<file path="src/adg_pkg.sv">
package adg_pkg;
    // Byte addresses on the register port
    localparam logic [7:0] DAC_CODE_LO_ADDR = 8'h30;
    localparam logic [7:0] DAC_CODE_HI_ADDR = 8'h31;
    localparam logic [7:0] PIN_CTRL_LO_ADDR = 8'h32;
    localparam logic [7:0] PIN_CTRL_HI_ADDR = 8'h33;
    localparam logic [7:0] MISC_LO_ADDR = 8'h34;
    localparam logic [7:0] MISC_HI_ADDR = 8'h35;
    localparam logic [7:0] ADC_RESULT_LO_ADDR = 8'h36;
    localparam logic [7:0] ADC_RESULT_HI_ADDR = 8'h37;
    localparam logic [7:0] COMMAND_LO_ADDR = 8'h3E;
    localparam logic [7:0] COMMAND_HI_ADDR = 8'h3F;

    // Field layout
    localparam int DAC_WIDTH = 12;
    localparam int ADC_WIDTH = 12;
    localparam int PIN_COUNT = 2;
    localparam int CMD_DAC_LATCH_BIT = 2;
    localparam int PIN_DIR_LSB = 0;
    localparam int PIN_LEVEL_LSB = 8;
    localparam int MISC_DR_SEL_BIT = 0;
    localparam int MISC_DR_POL_BIT = 1;
    localparam int MISC_DR_EN_BIT = 2;
    localparam int MISC_SELF_TEST_BIT = 8;

    // Writable bits of each register
    localparam logic [15:0] DAC_CODE_MASK = 16'h0FFF;
    localparam logic [15:0] PIN_CTRL_MASK = 16'h0303;
    localparam logic [15:0] MISC_MASK = 16'h0107;

    // Reset values
    localparam logic [15:0] DAC_CODE_RESET = 16'h0000;
    localparam logic [15:0] PIN_CTRL_RESET = 16'h0000;
    localparam logic [15:0] MISC_RESET = 16'h0000;
    localparam logic [15:0] ADC_RESULT_RESET = 16'h0000;

    typedef struct packed {
        logic claim;
        logic level;
    } adg_pin_drive_type;

    typedef struct packed {
        logic write;
        logic read;
        logic [7:0] addr;
        logic [7:0] wdata;
    } adg_reg_req_type;
endpackage : adg_pkg

</file>
<file path="src/adg_pin_arbiter.sv">
`timescale 1ns/1ns
`default_nettype none
module adg_pin_arbiter (
    input wire logic clock, // System clock
    input wire logic rst_n, // Synchronous reset, active low
    input wire adg_pkg::adg_pin_drive_type readyDrive, // Data-ready claim
    input wire adg_pkg::adg_pin_drive_type alarmDrive, // Alarm claim
    input wire adg_pkg::adg_pin_drive_type userDrive, // Plain pin setting
    output logic pinOut, // Level driven on the pin
    output logic pinOe // High while the pin is driven
);
    import adg_pkg::*;

    logic pinOut_next;
    logic pinOe_next;

    // Data-ready first, alarm second, plain setting last
    assign pinOe_next = readyDrive.claim | alarmDrive.claim | userDrive.claim;
    assign pinOut_next = readyDrive.claim ? readyDrive.level :
                         alarmDrive.claim ? alarmDrive.level :
                         userDrive.claim & userDrive.level;

    always_ff @(posedge clock) begin
        if (!rst_n) begin
            pinOut <= 1'b0;
            pinOe <= 1'b0;
        end else begin
            pinOut <= pinOut_next;
            pinOe <= pinOe_next;
        end
    end

    a_ready_wins: assert property (@(posedge clock) disable iff (!rst_n)
        readyDrive.claim |=> pinOe && pinOut == $past(readyDrive.level))
        else $error("data-ready claim did not own the pin");
    a_alarm_over_user: assert property (@(posedge clock) disable iff (!rst_n)
        !readyDrive.claim && alarmDrive.claim |=> pinOe && pinOut == $past(alarmDrive.level))
        else $error("alarm claim did not override plain setting");
    a_user_drive: assert property (@(posedge clock) disable iff (!rst_n)
        !readyDrive.claim && !alarmDrive.claim |=> pinOe == $past(userDrive.claim))
        else $error("plain direction setting not applied");
endmodule : adg_pin_arbiter
`default_nettype wire

</file>
<file path="src/adg_aux_control.sv">
// Contract
// - Converter result reads as 12-bit unsigned straight binary, zero to reference.
// - Latest 12-bit converter result is readable by software.
// - Writing a DAC code byte only updates the held code, not the output.
// - Writing one to command bit 2 copies held code into the DAC.
// - DAC code uses bits 11:0; bits 15:12 have no function.
// - DAC code maps linearly, zero to 0 V, 0x0FFF to 2.5 V.
// - DAC code register is read/write and clears to zero on reset.
// - Two bidirectional pins, direction and level set by pin control register.
// - Pin control bits 1:0 set direction of pins 1 and 0; one means output.
// - Pin control bits 9:8 set levels of pins 1 and 0; others unused.
// - Pin control register clears to zero on reset, pins become inputs.
// - Pin priority: data-ready first, alarm second, plain pin setting last.
// - Misc bit 2 enables data-ready, bit 1 active high, bit 0 selects pin 1.
`timescale 1ns/1ns
`default_nettype none
module adg_aux_control #(
    parameter int DAC_BITS = 12, // DAC code width
    parameter int ADC_BITS = 12 // Converter result width
) (
    input wire logic clock, // System clock, 25 MHz
    input wire logic rst_n, // Synchronous reset, active low
    input wire adg_pkg::adg_reg_req_type regReq, // Byte register access
    output logic [7:0] regRdata, // Read byte, one cycle after read
    input wire logic [ADC_BITS-1:0] adcResult, // Finished conversion value
    input wire logic adcValid, // Pulse: adcResult is new
    input wire logic sampleDoneFlag, // Data-ready event, high while ready
    input wire logic [1:0] alarmClaim, // Alarm function owns pin n
    input wire logic [1:0] alarmLevel, // Level alarm wants on pin n
    input wire logic [1:0] auxPinIn, // Pin levels as seen at the pads
    output logic [1:0] auxPinOut, // Pin output levels
    output logic [1:0] auxPinOe, // Pin output enables
    output logic [DAC_BITS-1:0] dacLevel, // Code applied to the DAC
    output logic selfTestEn // Self-test enable
);
    import adg_pkg::*;

    logic [15:0] dacCode_reg;
    logic [15:0] dacCode_next;
    logic [15:0] pinCtrl_reg;
    logic [15:0] pinCtrl_next;
    logic [15:0] miscSetup_reg;
    logic [15:0] miscSetup_next;
    logic [15:0] adcResult_reg;
    logic [DAC_BITS-1:0] dacLevel_reg;
    logic [7:0] regRdata_reg;
    logic [7:0] rdata_next;

    wire wrLo = regReq.write & ~regReq.addr[0];
    wire wrHi = regReq.write & regReq.addr[0];
    wire [7:0] wordAddr = {regReq.addr[7:1], 1'b0};
    wire hitDac = regReq.write && wordAddr == DAC_CODE_LO_ADDR;
    wire hitPin = regReq.write && wordAddr == PIN_CTRL_LO_ADDR;
    wire hitMisc = regReq.write && wordAddr == MISC_LO_ADDR;
    wire latchCmd = wrLo && regReq.addr == COMMAND_LO_ADDR
                    && regReq.wdata[CMD_DAC_LATCH_BIT];

    // Lower address carries the low byte of each word
    function automatic logic [15:0] merge(input logic [15:0] old, input logic lo,
                                          input logic hi, input logic [7:0] b,
                                          input logic [15:0] mask);
        logic [15:0] v;
        v = old;
        if (lo) begin
            v[7:0] = b;
        end
        if (hi) begin
            v[15:8] = b;
        end
        merge = v & mask;
    endfunction : merge

    assign dacCode_next = hitDac ? merge(dacCode_reg, wrLo, wrHi, regReq.wdata,
                                         DAC_CODE_MASK) : dacCode_reg;
    assign pinCtrl_next = hitPin ? merge(pinCtrl_reg, wrLo, wrHi, regReq.wdata,
                                         PIN_CTRL_MASK) : pinCtrl_reg;
    assign miscSetup_next = hitMisc ? merge(miscSetup_reg, wrLo, wrHi, regReq.wdata,
                                            MISC_MASK) : miscSetup_reg;

    always_comb begin
        case (regReq.addr)
            DAC_CODE_LO_ADDR: rdata_next = dacCode_reg[7:0];
            DAC_CODE_HI_ADDR: rdata_next = dacCode_reg[15:8];
            PIN_CTRL_LO_ADDR: rdata_next = pinCtrl_reg[7:0];
            PIN_CTRL_HI_ADDR: rdata_next = pinCtrl_reg[15:8];
            MISC_LO_ADDR: rdata_next = miscSetup_reg[7:0];
            MISC_HI_ADDR: rdata_next = miscSetup_reg[15:8];
            ADC_RESULT_LO_ADDR: rdata_next = adcResult_reg[7:0];
            ADC_RESULT_HI_ADDR: rdata_next = adcResult_reg[15:8];
            default: rdata_next = 8'h00;
        endcase
    end

    always_ff @(posedge clock) begin
        if (!rst_n) begin
            dacCode_reg <= DAC_CODE_RESET;
            pinCtrl_reg <= PIN_CTRL_RESET;
            miscSetup_reg <= MISC_RESET;
        end else begin
            dacCode_reg <= dacCode_next;
            pinCtrl_reg <= pinCtrl_next;
            miscSetup_reg <= miscSetup_next;
        end
    end

    // Output only moves on the latch command
    always_ff @(posedge clock) begin
        if (!rst_n) begin
            dacLevel_reg <= '0;
        end else if (latchCmd) begin
            dacLevel_reg <= dacCode_reg[DAC_BITS-1:0];
        end
    end

    // Unsigned straight binary, zero extended
    always_ff @(posedge clock) begin
        if (!rst_n) begin
            adcResult_reg <= ADC_RESULT_RESET;
        end else if (adcValid) begin
            adcResult_reg <= {{(16-ADC_BITS){1'b0}}, adcResult};
        end
    end

    always_ff @(posedge clock) begin
        if (!rst_n) begin
            regRdata_reg <= 8'h00;
        end else if (regReq.read) begin
            regRdata_reg <= rdata_next;
        end
    end

    assign regRdata = regRdata_reg;
    assign dacLevel = dacLevel_reg;
    assign selfTestEn = miscSetup_reg[MISC_SELF_TEST_BIT];

    wire readyEn = miscSetup_reg[MISC_DR_EN_BIT];
    wire readyPol = miscSetup_reg[MISC_DR_POL_BIT];
    wire readySel = miscSetup_reg[MISC_DR_SEL_BIT];

    genvar p;
    generate
        for (p = 0; p < PIN_COUNT; p++) begin : g_pin
            adg_pin_drive_type readyDrive;
            adg_pin_drive_type alarmDrive;
            adg_pin_drive_type userDrive;
            assign readyDrive.claim = readyEn && (readySel == 1'(p));
            assign readyDrive.level = readyPol ? sampleDoneFlag : ~sampleDoneFlag;
            assign alarmDrive.claim = alarmClaim[p];
            assign alarmDrive.level = alarmLevel[p];
            assign userDrive.claim = pinCtrl_reg[PIN_DIR_LSB+p];
            assign userDrive.level = pinCtrl_reg[PIN_LEVEL_LSB+p];
            adg_pin_arbiter u_pin (
                .clock(clock),
                .rst_n(rst_n),
                .readyDrive(readyDrive),
                .alarmDrive(alarmDrive),
                .userDrive(userDrive),
                .pinOut(auxPinOut[p]),
                .pinOe(auxPinOe[p])
            );
        end
    endgenerate

    a_dac_hold: assert property (@(posedge clock) disable iff (!rst_n)
        !latchCmd |=> $stable(dacLevel))
        else $error("DAC output moved without latch command");
    a_dac_latch: assert property (@(posedge clock) disable iff (!rst_n)
        latchCmd |=> dacLevel == $past(dacCode_reg[DAC_BITS-1:0]))
        else $error("latch command did not load held code");
    a_dac_unused: assert property (@(posedge clock) disable iff (!rst_n)
        dacCode_reg[15:12] == 4'h0)
        else $error("unused DAC code bits set");
    a_dac_reset: assert property (@(posedge clock)
        !rst_n |=> dacCode_reg == DAC_CODE_RESET && dacLevel == '0)
        else $error("DAC code not cleared by reset");
    a_pins_reset: assert property (@(posedge clock)
        !rst_n |=> pinCtrl_reg == PIN_CTRL_RESET && auxPinOe == 2'b00)
        else $error("pins not released after reset");
    a_low_byte: assert property (@(posedge clock) disable iff (!rst_n)
        regReq.write && regReq.addr == DAC_CODE_LO_ADDR
        |=> dacCode_reg[7:0] == $past(regReq.wdata) && $stable(dacCode_reg[15:8]))
        else $error("lower address did not load low byte");
    a_adc_capture: assert property (@(posedge clock) disable iff (!rst_n)
        adcValid ##1 regReq.read && regReq.addr == ADC_RESULT_LO_ADDR && !adcValid
        |=> regRdata == $past(adcResult[7:0], 2))
        else $error("converter result not readable");
    a_ready_pin: assert property (@(posedge clock) disable iff (!rst_n)
        readyEn && readySel
        |=> auxPinOe[1] && auxPinOut[1] == ($past(readyPol) ~^ $past(sampleDoneFlag)))
        else $error("data-ready pin not driven");
endmodule : adg_aux_control
`default_nettype wire

</file>
<file path="config.mk">
export PLATFORM = sky130hd
export DESIGN_NAME = adg_aux_control
export DESIGN_NICKNAME = d
export VERILOG_FILES = /design/src/adg_pkg.sv /design/src/adg_pin_arbiter.sv /design/src/adg_aux_control.sv
export SDC_FILE = /design/constraint.sdc
export NUM_CORES = 1
export LEC_CHECK = 0
export BUFFER_PORTS_ARGS = -buffer_cell sky130_fd_sc_hd__buf_4
export CAP_MARGIN = 20
export CORE_MARGIN = 10
export CORE_UTILIZATION = 54
export CTS_BUF_LIST = sky130_fd_sc_hd__clkbuf_8
export CTS_CLUSTER_DIAMETER = 150
export CTS_CLUSTER_SIZE = 20
export DETAILED_ROUTE_END_ITERATION = 10
export HOLD_SLACK_MARGIN = 0.08
export PLACE_DENSITY = 0.82
export SYNTH_ARGS = -nofsm -noshare
export SYNTH_HDL_FRONTEND = slang
export SYNTH_HIERARCHICAL = 1
export SYNTH_SLANG_ARGS = --single-unit
</file>
<file path="constraint.sdc">
create_clock -name clock -period 1.4 [get_ports clock]
set_input_delay 0.14 -clock clock [delete_from_list [all_inputs] [get_ports clock]]
set_output_delay 0.14 -clock clock [all_outputs]
set_load 0.005 [all_outputs]
</file>
==> impl_metrics.py <==
metrics = {
    "outcome": {
        "outcome": "complete, no violations",
    },
    "power_and_ir_drop": {
        "power.density_nw_per_um2": 924,
        "cellLeakagePower_nw": 1.39,
        "vdd_drop_max_uv": 651,
    },
    "detailed_routing": {
        "ant_nets": 0,
        "drtIter0Drc": 85,
        "vias": 2058,
        "first_pass_iters": 4,
        "drt-total-wl_mm": 6.19,
        "routed_via_density": 5.30,
        "wl_per_cell_um": 15.9,
        "drc": 0,
    },
    "floorplan": {
        "io_pins": 65,
        "core_um2": 4350,
        "fp.dieW_um": 87.0,
        "start_util_pct": 55.6,
        "std_cell_rows": 24,
        "die_y_um": 87.0,
        "die_area_um2": 7560,
    },
    "clock_network": {
        "cts_tree": "yes",
        "cts_buffers": 5,
        "cts_max_level": 2,
        "clkSinkCount": 56,
        "insertion_delay_ps": 320,
        "cts_resized": 0,
        "clk_path_buf_depth": 2,
        "root_buffer": "clkbuf_8",
        "clk_pin_slew_ps": 100,
    },
    "global_routing": {
        "grt_pass1_wl_mm": 10.1,
        "grt_usage_pct": 16.6,
        "grt_pass1_vias": 2035,
        "grt_max_degree": 23,
        "grt-ovfl-total": 0,
        "grt_antenna_before_repair": 0,
    },
    "final_layout": {
        "drive_above_1_share_pct": 27.7,
        "multi_input_area_um2": 1220,
        "n_antenna_cell": 0,
        "fin_cells": 388,
        "nFillCells": 291,
        "regArea_um2": 1120,
        "final_area_um2": 3280,
        "area.growth.synth_to_final_pct": 35.4,
        "final_nets": 375,
    },
    "timing": {
        "timing.hold.ws_ps": 77.6,
        "hold_violations": 0,
        "max_slew_margin_pct": 78.8,
        "min_period_ps": 1230,
        "setup_viol": 0,
        "tightest_slew_ps": 317,
        "period_share_pct": 87.8,
        "rsz0062_at_grt": "false",
        "fin_skew_ps": 8.93,
        "max_freq_mhz": 814,
        "slew_violations": 0,
    },
    "logic_synthesis": {
        "ys_warn_count": 6,
        "syn-instance-count": 250,
        "syn_area_per_cell_um2": 9.69,
        "synth-seq-area-share_pct": 46.3,
        "synth_top_area_share_pct": 46.3,
        "yosysUniqueCellTypes": 34,
        "syn_area_um2": 2420,
        "synth_area_leader_cell": "dfxtp_1",
        "yosys-top-cells-area": "dfxtp_1 46%, mux2i_1 17%, nor2_1 5.1%, nand2_1 3.6%, nand3_1 3.5%",
        "synth_seq_cells": 56,
        "synth_nets": 290,
    },
    "setup_path": {
        "crit_chain": "mux4_2 > o2111ai_1 > a21oi_1",
        "arrival_ps": 1440,
        "cpPeakStageDelay_ps": 470,
        "cp.required_ps": 1610,
        "critPathCaptureType": "flip-flop",
        "crit_type": "flip-flop to flip-flop",
        "crit_fanout": 4,
        "start_kind": "flip-flop",
        "critPathSlowestCell": "mux4_2",
        "r2r_cells": 3,
    },
    "placement": {
        "placed_cells": 363,
        "place_congestion": 0.841,
        "place_area_um2": 2990,
        "hpwl_mm": 4.58,
        "io_buffer_count": 62,
    },
    "hold_path": {
        "min_path_cells": 3,
        "hp-class": "input pin to flip-flop",
    },
    "job": {
        "max_cap_viol_count": 0,
    },
}
stage by stage:
stage	setup WS [ps]	total power [mW]	TNS, ps	utilization (%)
2_1_floorplan	122	1.80	0	-
6_report	171	3.03	0	75.3
5_1_grt	111	3.14	0	75.3
4_1_cts	173	3.05	0	75.3
3_3_place_gp	40.6	1.94	0	68.7
3_5_place_dp	-3.45	1.95	-4.86	68.7
cells in the mapped netlist, drive strengths merged:
cell,count
o31ai,1
and2,2
nor3,3
nor4b,1
nand2,23
o2bb2ai,1
inv,5
nor2,34
nor4,1
o211ai,4
o2111ai,2
a22o,4
a211oi,1
a21oi,9
a221oi,2
clkbuf,5
nand2b,6
dfxtp,56
nor2b,5
a31oi,2
nand3,17
xnor2,1
nand3b,3
nand4,1
buf,8
o21ai,9
mux2i,40
nand4bb,1
mux2,1
mux4,2
what timing repair did:
| action | in CTS | in global routing |
|---|---|---|
| endpoints found under the hold margin | 17 | 0 |
| buffers inserted | 0 | 0 |
| hold buffers | 17 | 0 |
cell usage in the layout, fill, tap and decap left out, types with 3 or more instances in the layout:
cell type / n
buf_4: 73
dfxtp_1: 56
mux2i_1: 40
nor2_1: 33
nand2_1: 23
nand3_1: 17
dlygate4sd3_1: 17
o21ai_0: 9
a21oi_1: 9
nand2b_1: 6
nor2b_1: 5
inv_1: 5
clkbuf_8: 5
o211ai_1: 4
a22o_1: 4
nor3_1: 3
final timing paths:
| check | startpoint | end | slack [ps] |
|---|---|---|---|
| hold reg to reg | regRdata[5]$_SDFFE_PN0P_ | regRdata[5]$_SDFFE_PN0P_ | 470 |
| setup / recovery | pinCtrl_reg[1]$_SDFFE_PN0P_ | regRdata[1]$_SDFFE_PN0P_ | 170 |
| hold / removal | adcResult[11] | adcResult_reg[11]$_SDFFE_PN0P_ | 80 |
| setup reg to reg | pinCtrl_reg[1]$_SDFFE_PN0P_ | regRdata[1]$_SDFFE_PN0P_ | 170 |
worst max-delay path: cells and delay by family (launching register included):
family	cells	cell delay, ps
mux	1	470
flops	1	370
compound gates	2	290
area by class of cell:
cell class              count  area share (%)
clock buffers               5            2.10
clock inverters             3            1.45
inverters                   5           0.572
multi-input cells         176            37.2
flip-flops and latches     56            34.2
well taps                  52            1.98
repair buffers             91            22.5
routing by layer:
layer / GRT usage (%) / vias to the layer above / routed length [um]
met2: 26.5 / 55 / 3040
met4: 6.48 / 0 / 118
li1: - / 1049 / -
met5: 0 / - / 0
met3: 4.68 / 9 / 359
met1: 20.6 / 945 / 2670
where the power goes:
| part | total, mW | internal, mW | switching, mW |
|---|---|---|---|
| sequential | 1.63 | 1.62 | 0.0137 |
| clock | 1.08 | 0.539 | 0.539 |
| combinational | 0.320 | 0.175 | 0.145 |
| total | 3.03 | 2.33 | 0.698 |
cells by family after synthesis:
| family | count (synthesis) | synth area share (%) |
|---|---|---|
| AOI/OAI and AO/OA | 35 | 9.87 |
| xor gates and xnor gates | 1 | 0.362 |
| buffers and inverters | 18 | 3.36 |
| DFF | 56 | 46.3 |
| muxes | 43 | 18.9 |
| and+or+nand+nor | 97 | 21.3 |
No activity file was read; power rests on OpenSTA's default activity.
